[src/hdl/line_share_pkg.sv]
// shared constants and types for the serial line share arbiter
package line_share_pkg;

  // ==========================================================================
  // timing
  // ==========================================================================
  localparam int unsigned CLK_HZ          = 250_000_000;
  localparam int unsigned RTS_DELAY_MS    = 25;
  localparam int unsigned CUTOFF_LONG_S   = 32;
  localparam int unsigned CUTOFF_SHORT_S  = 10;
  // one millisecond tick from the clock divider
  localparam int unsigned MS_TICK_CYCLES  = CLK_HZ / 1000;
  localparam int unsigned CUTOFF_LONG_MS  = CUTOFF_LONG_S * 1000;
  localparam int unsigned CUTOFF_SHORT_MS = CUTOFF_SHORT_S * 1000;

  // ==========================================================================
  // option encodings
  // ==========================================================================
  localparam logic [1:0] CUTOFF_32S  = 2'h0;
  localparam logic [1:0] CUTOFF_10S  = 2'h1;
  localparam logic [1:0] CUTOFF_NONE = 2'h2;
  localparam logic       ACT_TX_ONLY = 1'h0;
  localparam logic       ACT_TX_RX   = 1'h1;
  localparam logic       FANOUT_BCAST = 1'h0;
  localparam logic       POLICY_RR   = 1'h0;
  localparam logic       MARK_LEVEL  = 1'h1;

  // master-side modem control lines as they arrive
  typedef struct packed {
    logic rxd;
    logic cts;
  } master_in_t;

  typedef enum logic [2:0] {
    ST_IDLE  = 3'h1,
    ST_DELAY = 3'h2,
    ST_GRANT = 3'h4
  } arb_state_t;

endpackage

[src/hdl/sample_fifo.sv]
// small valid/ready fifo
`timescale 1ns/1ns
module sample_fifo #(
  parameter int unsigned WIDTH = 2,
  parameter int unsigned DEPTH = 4
) (
  input  wire logic             ref_clk,
  input  wire logic             arst_n,
  input  wire logic [WIDTH-1:0] in_data,
  input  wire logic             in_valid,
  output logic                  in_ready,
  output logic [WIDTH-1:0]      out_data,
  output logic                  out_valid,
  input  wire logic             out_ready
);
  localparam int unsigned AW = (DEPTH > 1) ? $clog2(DEPTH) : 1;

  logic [WIDTH-1:0] mem [DEPTH];
  logic [AW-1:0]    wr_ptr_ff;
  logic [AW-1:0]    rd_ptr_ff;
  logic [AW:0]      count_ff;
  wire              push = in_valid && in_ready;
  wire              pop  = out_valid && out_ready;

  assign in_ready  = (count_ff != (AW+1)'(DEPTH));
  assign out_valid = (count_ff != '0);
  assign out_data  = mem[rd_ptr_ff];

  always_ff @(posedge ref_clk) begin
    if (push) begin
      mem[wr_ptr_ff] <= in_data;
    end
  end

  always_ff @(posedge ref_clk or negedge arst_n) begin
    if (!arst_n) begin
      wr_ptr_ff <= '0;
      rd_ptr_ff <= '0;
      count_ff  <= '0;
    end else begin
      if (push) begin
        wr_ptr_ff <= (wr_ptr_ff == AW'(DEPTH-1)) ? '0 : wr_ptr_ff + 1'b1;
      end
      if (pop) begin
        rd_ptr_ff <= (rd_ptr_ff == AW'(DEPTH-1)) ? '0 : rd_ptr_ff + 1'b1;
      end
      count_ff <= count_ff + (AW+1)'(push) - (AW+1)'(pop);
    end
  end
endmodule

[src/hdl/serial_line_share_arbiter.sv]
// arbiter sharing one master serial line among several slave ports
// How it works
// - delay option off: request passes straight through
// - delay option on: rise delayed 25 ms
// - broadcast mode: master rxd to all slaves
// - gated mode: only granted port, others mark
// - gated mode: rxd only while slave requests
// - round robin scan starts after released port
// - round robin grants first requester found
// - fixed priority: lowest port index wins
// - two-port build always fixed priority
// - idle requesting slave cut off at timeout
// - per-port interval and activity source
// - first interval setting is 32 seconds
// - second interval setting is 10 seconds
// - third interval setting disables cutoff
// - tx-only: timer runs while no transmit
// - tx-only: clear on drop or transmit
// - tx-rx: timer runs with no traffic
// - tx-rx: clear on drop or traffic
// - activity source ignored when cutoff disabled
// - one grant at a time until release
// - cut-off port skipped until request re-raised
// - master cts only to granted requester
// - detect disable masks the port request
`timescale 1ns/1ns
module serial_line_share_arbiter #(
  parameter int unsigned PORTS        = 4,
  parameter int unsigned MS_TICK      = line_share_pkg::MS_TICK_CYCLES,
  parameter int unsigned DELAY_MS     = line_share_pkg::RTS_DELAY_MS,
  parameter int unsigned LONG_MS      = line_share_pkg::CUTOFF_LONG_MS,
  parameter int unsigned SHORT_MS     = line_share_pkg::CUTOFF_SHORT_MS,
  parameter int unsigned FIFO_DEPTH   = 4
) (
  input  wire logic                 ref_clk,
  input  wire logic                 arst_n,
  input  wire logic                 request_delay_select,
  input  wire logic                 receive_fanout_select,
  input  wire logic                 selection_policy_select,
  input  wire logic [2*PORTS-1:0]   port_cutoff_interval_selects,
  input  wire logic [PORTS-1:0]     port_activity_source_selects,
  input  wire logic [PORTS-1:0]     port_detect_disable,
  input  wire logic [PORTS-1:0]     slave_rts,
  input  wire logic [PORTS-1:0]     slave_txd,
  output logic      [PORTS-1:0]     slave_rxd,
  output logic      [PORTS-1:0]     slave_cts,
  input  wire line_share_pkg::master_in_t master_in,
  output logic                      master_txd,
  output logic                      master_rts,
  output logic      [PORTS-1:0]     grant_onehot,
  output logic      [PORTS-1:0]     cutoff_lock
);
  localparam int unsigned PW = (PORTS > 1) ? $clog2(PORTS) : 1;

  // ==========================================================================
  // master input path through the fifo (always drained, two cycle latency)
  // ==========================================================================
  line_share_pkg::master_in_t mst_q;
  logic                       fifo_in_ready;
  logic                       fifo_out_valid;
  logic [1:0]                 fifo_out_data;

  sample_fifo #(.WIDTH(2), .DEPTH(FIFO_DEPTH)) u_in_fifo (
    .ref_clk   (ref_clk),
    .arst_n    (arst_n),
    .in_data   (master_in),
    .in_valid  (1'b1),
    .in_ready  (fifo_in_ready),
    .out_data  (fifo_out_data),
    .out_valid (fifo_out_valid),
    .out_ready (1'b1)
  );

  logic [1:0] mst_hold_ff;
  always_ff @(posedge ref_clk or negedge arst_n) begin
    if (!arst_n) begin
      mst_hold_ff <= {line_share_pkg::MARK_LEVEL, 1'b0};
    end else if (fifo_out_valid) begin
      mst_hold_ff <= fifo_out_data;
    end
  end
  assign mst_q = mst_hold_ff;

  // ==========================================================================
  // millisecond tick
  // ==========================================================================
  logic [31:0] div_ff;
  logic        ms_tick;
  assign ms_tick = (div_ff == MS_TICK - 1);
  always_ff @(posedge ref_clk or negedge arst_n) begin
    if (!arst_n) begin
      div_ff <= '0;
    end else begin
      div_ff <= ms_tick ? '0 : div_ff + 32'h1;
    end
  end

  // ==========================================================================
  // request qualification
  // ==========================================================================
  logic [PORTS-1:0] rts_prev_ff;
  logic [PORTS-1:0] lock_ff;
  logic [PORTS-1:0] req_raw;
  logic [PORTS-1:0] req_ok;
  assign req_raw = slave_rts & ~port_detect_disable;
  assign req_ok  = req_raw & ~lock_ff;

  // ==========================================================================
  // selection
  // ==========================================================================
  logic [PW-1:0] last_ff;
  logic [PW-1:0] pick_idx;
  logic          pick_any;
  logic          use_rr;
  // two-port build forced to fixed priority
  assign use_rr = (PORTS > 2) && (selection_policy_select == line_share_pkg::POLICY_RR);

  always_comb begin
    int unsigned k;
    pick_idx = '0;
    pick_any = 1'b0;
    k = 0;
    for (int i = PORTS - 1; i >= 0; i--) begin
      if (!use_rr && req_ok[i]) begin
        pick_idx = PW'(i);
        pick_any = 1'b1;
      end
    end
    // round robin scan from next port
    for (int j = PORTS; j >= 1; j--) begin
      k = (int'(last_ff) + j) % PORTS;
      if (use_rr && req_ok[k]) begin
        pick_idx = PW'(k);
        pick_any = 1'b1;
      end
    end
  end

  // ==========================================================================
  // grant state machine
  // ==========================================================================
  line_share_pkg::arb_state_t state_ff;
  line_share_pkg::arb_state_t nxt_state;
  logic [PW-1:0]              act_ff;
  logic [15:0]                dly_ff;
  logic                       act_req;
  logic                       cutoff_hit;
  logic                       dly_done;

  assign act_req  = req_raw[act_ff];
  // no delay option; rising edge delayed
  assign dly_done = (request_delay_select == 1'b0) ||
                    (ms_tick && dly_ff >= 16'(DELAY_MS - 1));

  always_comb begin
    nxt_state = state_ff;
    unique case (state_ff)
      line_share_pkg::ST_IDLE: begin
        if (pick_any) begin
          nxt_state = line_share_pkg::ST_DELAY;
        end
      end
      line_share_pkg::ST_DELAY: begin
        if (!act_req || cutoff_hit) begin
          nxt_state = line_share_pkg::ST_IDLE;
        end else if (dly_done) begin
          nxt_state = line_share_pkg::ST_GRANT;
        end
      end
      line_share_pkg::ST_GRANT: begin
        if (!act_req || cutoff_hit) begin
          nxt_state = line_share_pkg::ST_IDLE;
        end
      end
      default: nxt_state = line_share_pkg::ST_IDLE;
    endcase
  end

  logic granted;
  assign granted = (state_ff != line_share_pkg::ST_IDLE);

  always_ff @(posedge ref_clk or negedge arst_n) begin
    if (!arst_n) begin
      state_ff <= line_share_pkg::ST_IDLE;
      act_ff   <= '0;
      last_ff  <= PW'(PORTS - 1);
      dly_ff   <= '0;
    end else begin
      state_ff <= nxt_state;
      if (state_ff == line_share_pkg::ST_IDLE && pick_any) begin
        act_ff <= pick_idx;
      end
      if (granted && nxt_state == line_share_pkg::ST_IDLE) begin
        last_ff <= act_ff;
      end
      if (state_ff != line_share_pkg::ST_DELAY) begin
        dly_ff <= '0;
      end else if (ms_tick) begin
        dly_ff <= dly_ff + 16'h1;
      end
    end
  end

  // ==========================================================================
  // inactivity cutoff
  // ==========================================================================
  logic [1:0]  sel_iv;
  logic        sel_src;
  logic [15:0] limit_ms;
  logic [15:0] idle_ms_ff;
  logic        tx_prev_ff;
  logic        rx_prev_ff;
  logic        tx_act;
  logic        rx_act;
  logic        activity;
  logic        timing;

  assign sel_iv   = port_cutoff_interval_selects[2*act_ff +: 2];
  assign sel_src  = port_activity_source_selects[act_ff];
  assign limit_ms = (sel_iv == line_share_pkg::CUTOFF_32S) ? 16'(LONG_MS) : 16'(SHORT_MS);
  assign tx_act   = (slave_txd[act_ff] != tx_prev_ff);
  assign rx_act   = (mst_q.rxd != rx_prev_ff);
  assign activity = tx_act || ((sel_src == line_share_pkg::ACT_TX_RX) && rx_act);
  assign timing   = granted && act_req && (sel_iv != line_share_pkg::CUTOFF_NONE) &&
                    (sel_iv != 2'h3);
  assign cutoff_hit = timing && !activity && ms_tick && (idle_ms_ff >= limit_ms - 16'h1);

  always_ff @(posedge ref_clk or negedge arst_n) begin
    if (!arst_n) begin
      idle_ms_ff <= '0;
      tx_prev_ff <= line_share_pkg::MARK_LEVEL;
      rx_prev_ff <= line_share_pkg::MARK_LEVEL;
    end else begin
      tx_prev_ff <= slave_txd[act_ff];
      rx_prev_ff <= mst_q.rxd;
      if (!timing || activity || cutoff_hit) begin
        idle_ms_ff <= '0;
      end else if (ms_tick) begin
        idle_ms_ff <= idle_ms_ff + 16'h1;
      end
    end
  end

  // lock set on cutoff, cleared on request low then high
  always_ff @(posedge ref_clk or negedge arst_n) begin
    if (!arst_n) begin
      lock_ff     <= '0;
      rts_prev_ff <= '0;
    end else begin
      rts_prev_ff <= req_raw;
      for (int p = 0; p < PORTS; p++) begin
        if (cutoff_hit && act_ff == PW'(p)) begin
          lock_ff[p] <= 1'b1;
        end else if (req_raw[p] && !rts_prev_ff[p]) begin
          lock_ff[p] <= 1'b0;
        end
      end
    end
  end

  // ==========================================================================
  // signal gating outputs
  // ==========================================================================
  logic [PORTS-1:0] act_onehot;
  logic [PORTS-1:0] nxt_rxd;
  logic [PORTS-1:0] nxt_cts;
  logic             full_grant;
  assign full_grant = (state_ff == line_share_pkg::ST_GRANT);
  assign act_onehot = granted ? (PORTS'(1) << act_ff) : '0;
  // broadcast; gated to requesting active port
  assign nxt_rxd = (receive_fanout_select == line_share_pkg::FANOUT_BCAST) ?
                   {PORTS{mst_q.rxd}} :
                   ((act_onehot & slave_rts) & {PORTS{mst_q.rxd}}) |
                   ~(act_onehot & slave_rts);
  assign nxt_cts = (full_grant && act_req && mst_q.cts) ? act_onehot : '0;

  always_ff @(posedge ref_clk or negedge arst_n) begin
    if (!arst_n) begin
      slave_rxd    <= '1;
      slave_cts    <= '0;
      master_txd   <= line_share_pkg::MARK_LEVEL;
      master_rts   <= 1'b0;
      grant_onehot <= '0;
      cutoff_lock  <= '0;
    end else begin
      slave_rxd    <= nxt_rxd;
      slave_cts    <= nxt_cts;
      // txd from granted slave else mark
      master_txd   <= granted ? slave_txd[act_ff] : line_share_pkg::MARK_LEVEL;
      // request forwarded after delay, drop immediate
      master_rts   <= full_grant && act_req && !cutoff_hit;
      grant_onehot <= act_onehot;
      cutoff_lock  <= lock_ff;
    end
  end

  logic unused_ok;
  assign unused_ok = fifo_in_ready;
endmodule

[config.mk]
export PLATFORM = sky130hd
export DESIGN_NAME = serial_line_share_arbiter
export DESIGN_NICKNAME = d
export VERILOG_FILES = /design/src/hdl/line_share_pkg.sv /design/src/hdl/sample_fifo.sv /design/src/hdl/serial_line_share_arbiter.sv
export SDC_FILE = /design/constraint.sdc
export NUM_CORES = 1
export LEC_CHECK = 0
export ABC_CLOCK_PERIOD_IN_PS = 4500
export BUFFER_PORTS_ARGS = -buffer_cell sky130_fd_sc_hd__buf_2
export CORE_ASPECT_RATIO = 1.1
export CORE_MARGIN = 2
export CORE_UTILIZATION = 53
export CTS_BUF_LIST = sky130_fd_sc_hd__clkbuf_16
export DETAILED_ROUTE_END_ITERATION = 16
export PLACE_DENSITY = 0.72
export SLEW_MARGIN = 10
export SYNTH_ARGS = -nofsm -noshare
export SYNTH_HDL_FRONTEND = slang
export SYNTH_HIERARCHICAL = 1
export SYNTH_SLANG_ARGS = --single-unit
[constraint.sdc]
create_clock -name ref_clk -period 4.5 [get_ports ref_clk]
set_clock_uncertainty 0.1 [all_clocks]
set_input_delay 0.45 -clock ref_clk [delete_from_list [all_inputs] [get_ports ref_clk]]
set_output_delay 0.45 -clock ref_clk [all_outputs]
set_load 0.02 [all_outputs]
* After elaboration in Yosys (flattened, before gate mapping)
Memory sizes are Yosys's and may differ from the RTL's. A register that Yosys moved wholly into a read port is not among the register bits.
Index checks and enable logic that the tools add are counted.
** Cells by class
- Add/sub/neg operators :: 12
- Order comparisons :: 7
- Equal/unequal tests :: 17
- Shifts and indexed selects :: 2
- Mux-type cells :: 57
- Bitwise operators :: 10
- Reductions and logical operators :: 52
** Operators with widths (count)
- $mux 16 :: 4
- $add 16x1->16 const B :: 2
- $add 32x1->32 const B :: 1
- $eq 32x18->1 const B :: 1
- $mux 32 :: 1
- $logic_and 1x1->1 :: 29
- $mux 1 :: 26
- $mux 2 :: 10
- $and 4x4->4 :: 4
- $ge 16x16->1 :: 1
- $ge 16x5->1 const B :: 1
- $sub 15x1->16 const B :: 1
- $lt 2x3->1 const B :: 5
- $mux 15 :: 1
- $bmux 1 s2 :: 7
- $mux 3 :: 4
- $mux 4 :: 3
- $not 4->4 :: 3
- $reduce_bool 2->1 :: 6
- $logic_not 1->1 :: 9
- $pmux 3 s3 :: 1
- $add 2x1->2 const B :: 4
- $eq 2x2->1 const B :: 4
- $shiftx 8x4->2 :: 1
- other kinds (18) :: 28
** Word-level totals
- Bits in registers :: 106
- RAM bits :: 8
- Output and inout bits :: 18
- Word-level logic and storage cells :: 180
- Memories kept :: 1
** Memories
- u_in_fifo.mem :: words 4, width 2, rd ports 1, clocked after memory_dff 1, wr ports 1, RTL line sample_fifo.sv:18 : logic [WIDTH-1:0] mem [DEPTH];

* Depth between registers and ports, before layout
- Word-level depth :: 16
- Mapped depth :: 10

* Modules after synthesis
The synthesis kept the hierarchy.
** Modules (own cells, without submodules)
- serial_line_share_arbiter :: times used 1, cells each 488, area each 5186.2 um2, sequential area each 2541.2 um2
- sample_fifo :: times used 1, cells each 48, area each 733.2 um2, sequential area each 415.4 um2

* Least setup slack after synthesis
Ideal clock, no wire load.
- Path kind :: register to register
- From :: register act_ff[0]
- To :: register last_ff[1]
- Library setup time :: 85 ps
- Arrival time :: 3225 ps
- Required time :: 4315 ps
- Path slack :: 1090 ps
- Stages on the path, launching flop included :: 10
- Clock period less this slack :: 3410 ps
- Cell sequence :: dfrtp_1 mux4_1 or2_4 ha_1 nand2_1 or4b_1 a311oi_4 o311ai_4 a31oi_4 mux2_1
** Between the ends
- Word-level cells in the longest chain between the ends :: 13
** Ends and longest elaborated chain
- start, declared :: RTL line serial_line_share_arbiter.sv:144 : logic [PW-1:0] act_ff;
- start signal, assigned :: RTL line serial_line_share_arbiter.sv:191 : act_ff <= pick_idx;
- branches (longest 8 deep; another with $sub 15x1->16)
- $logic_or 1x1->1 * :: RTL line serial_line_share_arbiter.sv:164, serial_line_share_arbiter.sv:171
- $mux 3, on equally long branches :: RTL line serial_line_share_arbiter.sv:171, serial_line_share_arbiter.sv:164
- $pmux 3 s3 * :: RTL line serial_line_share_arbiter.sv:157 : unique case (state_ff)
- $eq 3x1->1 * :: RTL line serial_line_share_arbiter.sv:193 : if (granted && nxt_state == line_share_pkg::ST_IDLE) begin
- $logic_and 1x1->1 * :: RTL line serial_line_share_arbiter.sv:193
- end signal, assigned :: RTL line serial_line_share_arbiter.sv:186 : last_ff <= PW'(PORTS - 1);
- end signal, assigned :: RTL line serial_line_share_arbiter.sv:194 : last_ff <= act_ff;
- end, declared :: RTL line serial_line_share_arbiter.sv:111 : logic [PW-1:0] last_ff;
Mark *: on every way between the ends. The select of a mux whose other input is x is not followed.
A chain may end at the register's enable or synchronous reset.

* Worst setup path in the final report
- From :: register act_ff[0]
- To :: register idle_ms_ff[12]
** Between the ends
- Word-level cells in the longest chain between the ends :: 10
** Ends and longest elaborated chain
- branches (longest 8 deep; another with $sub 15x1->16)
- $logic_or 1x1->1 * :: RTL line serial_line_share_arbiter.sv:236 : if (!timing || activity || cutoff_hit) begin
- $mux 16 / $reduce_bool 2->1 (equally long branches)
- end signal, assigned :: RTL line serial_line_share_arbiter.sv:239 : idle_ms_ff <= idle_ms_ff + 16'h1;
- end, declared :: RTL line serial_line_share_arbiter.sv:210 : logic [15:0] idle_ms_ff;
Marks and branches as above.

==> load_flow_metrics.sql <==
INSERT INTO impl_metrics (metric_group, metric, value, unit) VALUES
('setup_path', 'cp-end-kind', 'register', ''),
('pwr', 'combPwrFrac', '20.0', '%'),
('route', 'drt-initial-drc-count', '246', ''),
('outcome', 'outcome', 'finished, final reports clean', ''),
('yosys', 'synthArstFlopShare', '93.1', '%'),
('clock_tree', 'cts_buffers', '17', ''),
('yosys', 'synth_seq_area_share', '49.9', '%'),
('die', 'dieWidth', '105', 'um'),
('grt', 'grt_total_ovfl', '0', ''),
('yosys', 'yosys_warnings', '6', ''),
('sta', 'timing.fmax', '0.253', 'GHz'),
('clock_tree', 'clock_sinks', '116', ''),
('die', 'rows', '40', ''),
('cells_and_area', 'antenna_cells', '0', ''),
('die', 'overall_die_height', '115', 'um'),
('setup_path', 'cp_top_family', 'simple AND/OR/NAND/NOR gates', ''),
('sta', 'setup_violations', '0', ''),
('clock_tree', 'clk_latency', '410', 'ps'),
('die', 'io-pin-count', '49', ''),
('setup_path', 'worst_path_largest_cell_delay', '630', 'ps'),
('route', 'drtAntennaViolNets', '0', ''),
('clock_tree', 'cts-htree-levels', '4', ''),
('clock_tree', 'clock_path_buffers', '2', ''),
('route', 'detail_route.first_pass.iterations', '4', ''),
('setup_path', 'crit_path_cell_trace', 'mux4_1, or2_4, ha_1, nand2_1, or4b_1, a311oi_4, nor3_1, o21ai_2, nor2_1', ''),
('die', 'start_util', '54.3', '%'),
('clock_tree', 'number_of_post_cts_setup_repair_buffers', '0', ''),
('run', 'maxCapViolations', '0', ''),
('grt', 'grt_pass1_vias', '4377', ''),
('cells_and_area', 'fin_nets', '644', ''),
('yosys', 'netlist_instances', '536', ''),
('place', 'gp_congestion', '0.839', ''),
('pwr', 'seq_power_share', '38.4', '%'),
('yosys', 'number_of_enable_type_register_cells_in_the_synthesized_netlist', '8', ''),
('yosys', 'synthesized_flop_and_latch_total', '116', ''),
('sta', 'grt_setup_unrepaired', 'no', ''),
('grt', 'grt_pass1_wl', '20.9', 'mm'),
('yosys', 'syn-cell-area', '5920', 'sq um'),
('clock_tree', 'cts_tree', 'yes', ''),
('sta', 'layout_worst_path_cycle_share', '87.8', '%'),
('place', 'detailed_place.area', '6310', 'sq um'),
('pwr', 'leakagePower', '3.04', 'nW'),
('cells_and_area', 'layout.cells.most_common_list', '97 x sky130_fd_sc_hd__dfrtp_1, 48 x sky130_fd_sc_hd__nor2_1, 47 x sky130_fd_sc_hd__buf_2, 36 x sky130_fd_sc_hd__nand2_1, 30 x sky130_fd_sc_hd__xor2_1', ''),
('pwr', 'ir_drop', '0.341', 'mV'),
('setup_path', 'critical_path.slowest_cell', 'sky130_fd_sc_hd__dfrtp_1', ''),
('sta', 'hold_viol', '0', ''),
('pwr', 'pwr_density_cell', '504', 'nW/um^2'),
('pwr', 'cellInternalPower', '2.54', 'mW'),
('setup_path', 'cp_required', '4670', 'ps'),
('sta', 'layout_min_cycle_time', '3950', 'ps'),
('grt', 'largest_net_degree_at_the_start_of_global_routing', '81', ''),
('cells_and_area', 'post_route_cells_drive_above_1_share', '20.9', '%'),
('pwr', 'power_frac_clock', '41.7', '%'),
('worst_hold_path', 'min_delay_worst_type', 'input pin to async pin', ''),
('setup_path', 'critical_path_arrival', '4120', 'ps'),
('route', 'avgRoutedWirePerCell', '15.9', 'um'),
('pwr', 'net_switching', '0.963', 'mW'),
('route', 'route.detailed.drc', '0', ''),
('die', 'core_area', '10900', 'sq um'),
('sta', 'transition_time_at_the_pin_with_the_least_slew_margin', '995', 'ps'),
('cells_and_area', 'areaGrowthSynthToFinish', '17.4', '%'),
('yosys', 'post_synth_num_cell_types', '73', ''),
('setup_path', 'timing.critical_path.buf_inv', '0', ''),
('grt', 'gr-usage-all-layers', '21.9', '%'),
('clock_tree', 'cts-hold-fix-buffers', '0', ''),
('route', 'routed_wl', '12.0', 'mm'),
('route', 'drt-vias-per-instance', '5.65', ''),
('sta', 'maxSlewHeadroom', '33.7', '%'),
('die', 'dieArea', '12000', 'sq um'),
('sta', 'hold_ws', '99.3', 'ps'),
('place', 'place_hpwl', '8.15', 'mm');
-- area by class of cell --
class                      instances  area, sq um
multi-input combinational        388         2830
inverter                          20         75.1
sequential                       116         2960
fill                             886         3960
clock buffer                      18          450
timing repair buffer              51          265
tap                              147          184
clock inverter                    14          190
-- cell usage after synthesis (8+ instances only) --
cell type / n / share of area (%)
sky130_fd_sc_hd__ha_1: 18 / 3.8
sky130_fd_sc_hd__clkbuf_1: 9 / 0.57
sky130_fd_sc_hd__inv_1: 20 / 1.3
sky130_fd_sc_hd__dfstp_2: 11 / 4.9
sky130_fd_sc_hd__xnor2_1: 27 / 4.0
sky130_fd_sc_hd__edfxtp_1: 8 / 4.1
sky130_fd_sc_hd__dfrtp_1: 97 / 41
sky130_fd_sc_hd__nor3_1: 11 / 0.93
sky130_fd_sc_hd__xor2_1: 30 / 4.4
sky130_fd_sc_hd__nor4_1: 13 / 1.4
sky130_fd_sc_hd__and4_1: 10 / 1.5
sky130_fd_sc_hd__nand4_1: 16 / 1.7
sky130_fd_sc_hd__nor2_1: 48 / 3.0
sky130_fd_sc_hd__o21ai_0: 19 / 1.6
sky130_fd_sc_hd__nand3_1: 18 / 1.5
sky130_fd_sc_hd__nand2_1: 36 / 2.3
sky130_fd_sc_hd__mux4_2: 8 / 3.0
sky130_fd_sc_hd__and3_1: 9 / 0.95
sky130_fd_sc_hd__a21oi_1: 14 / 1.2
-- cells by family after synthesis --
kind of cell / count (synthesis) / share of synthesized area (%)
AOI/OAI and AO/OA: 70 / 8.90
xor gates and xnor gates: 57 / 8.43
adders and majority gates: 19 / 4.14
buffers and inverters: 37 / 2.64
DFF: 116 / 49.9
muxes: 19 / 5.50
other: 1 / 0.0634
and+or+nand+nor: 217 / 20.4
-- worst paths after layout --
check                      cells after the start  slack, ps      startpoint                   to
setup / recovery                               9        550       act_ff[0]       idle_ms_ff[12]
hold / removal                                 1        100          arst_n           div_ff[15]
setup reg to reg                               9        550       act_ff[0]       idle_ms_ff[12]
hold reg to reg                                0        310  mst_hold_ff[1]           rx_prev_ff
max in group asynchronous                      2       3190          arst_n           master_txd
min in group ref_clk                           1        150    master_in[1]  u_in_fifo/mem[3][1]
-- flip-flops by register name (all words and copies together), names as in the netlist --
signal               flops
div_ff                  32
dly_ff                  16
idle_ms_ff              16
u_in_fifo/mem            8
cutoff_lock              4
grant_onehot             4
lock_ff                  4
rts_prev_ff              4
slave_cts                4
slave_rxd                4
state_ff                 3
u_in_fifo/count_ff       3
act_ff                   2
last_ff                  2
mst_hold_ff              2
u_in_fifo/rd_ptr_ff      2
u_in_fifo/wr_ptr_ff      2
master_rts               1
master_txd               1
rx_prev_ff               1
tx_prev_ff               1
-- power by group through the flow --
stage          Sequential [mW]  Combinational, mW  Clock [mW]
2_1_floorplan             1.33              0.538           0
3_3_place_gp              1.35              0.665           0
3_5_place_dp              1.36              0.700           0
4_1_cts                   1.34              0.708        1.47
5_1_grt                   1.37              0.783        1.53
6_report                  1.34              0.700        1.46
-- through the flow --
stage | cells | total power [mW] | worst slack, ps | util (%)
CTS | 754 | 3.53 | 531 | 63.7
floorplan | 541 | 1.87 | 1090 | -
global placement | 722 | 2.01 | 693 | 57.8
finish | 754 | 3.50 | 547 | 63.7
detailed placement | 722 | 2.06 | 548 | 57.8
global route | 754 | 3.68 | 289 | 63.7
-- layer usage --
metal  vias to the layer above  track usage, %  share of wire (%)
li1                       2041               -                  -
met1                      2101            28.0                 44
met2                       104            36.4                 50
met3                        17            5.61                4.2
met4                         0            8.00                1.3
met5                         -               0                  0
(Power assumes the default switching activity.)
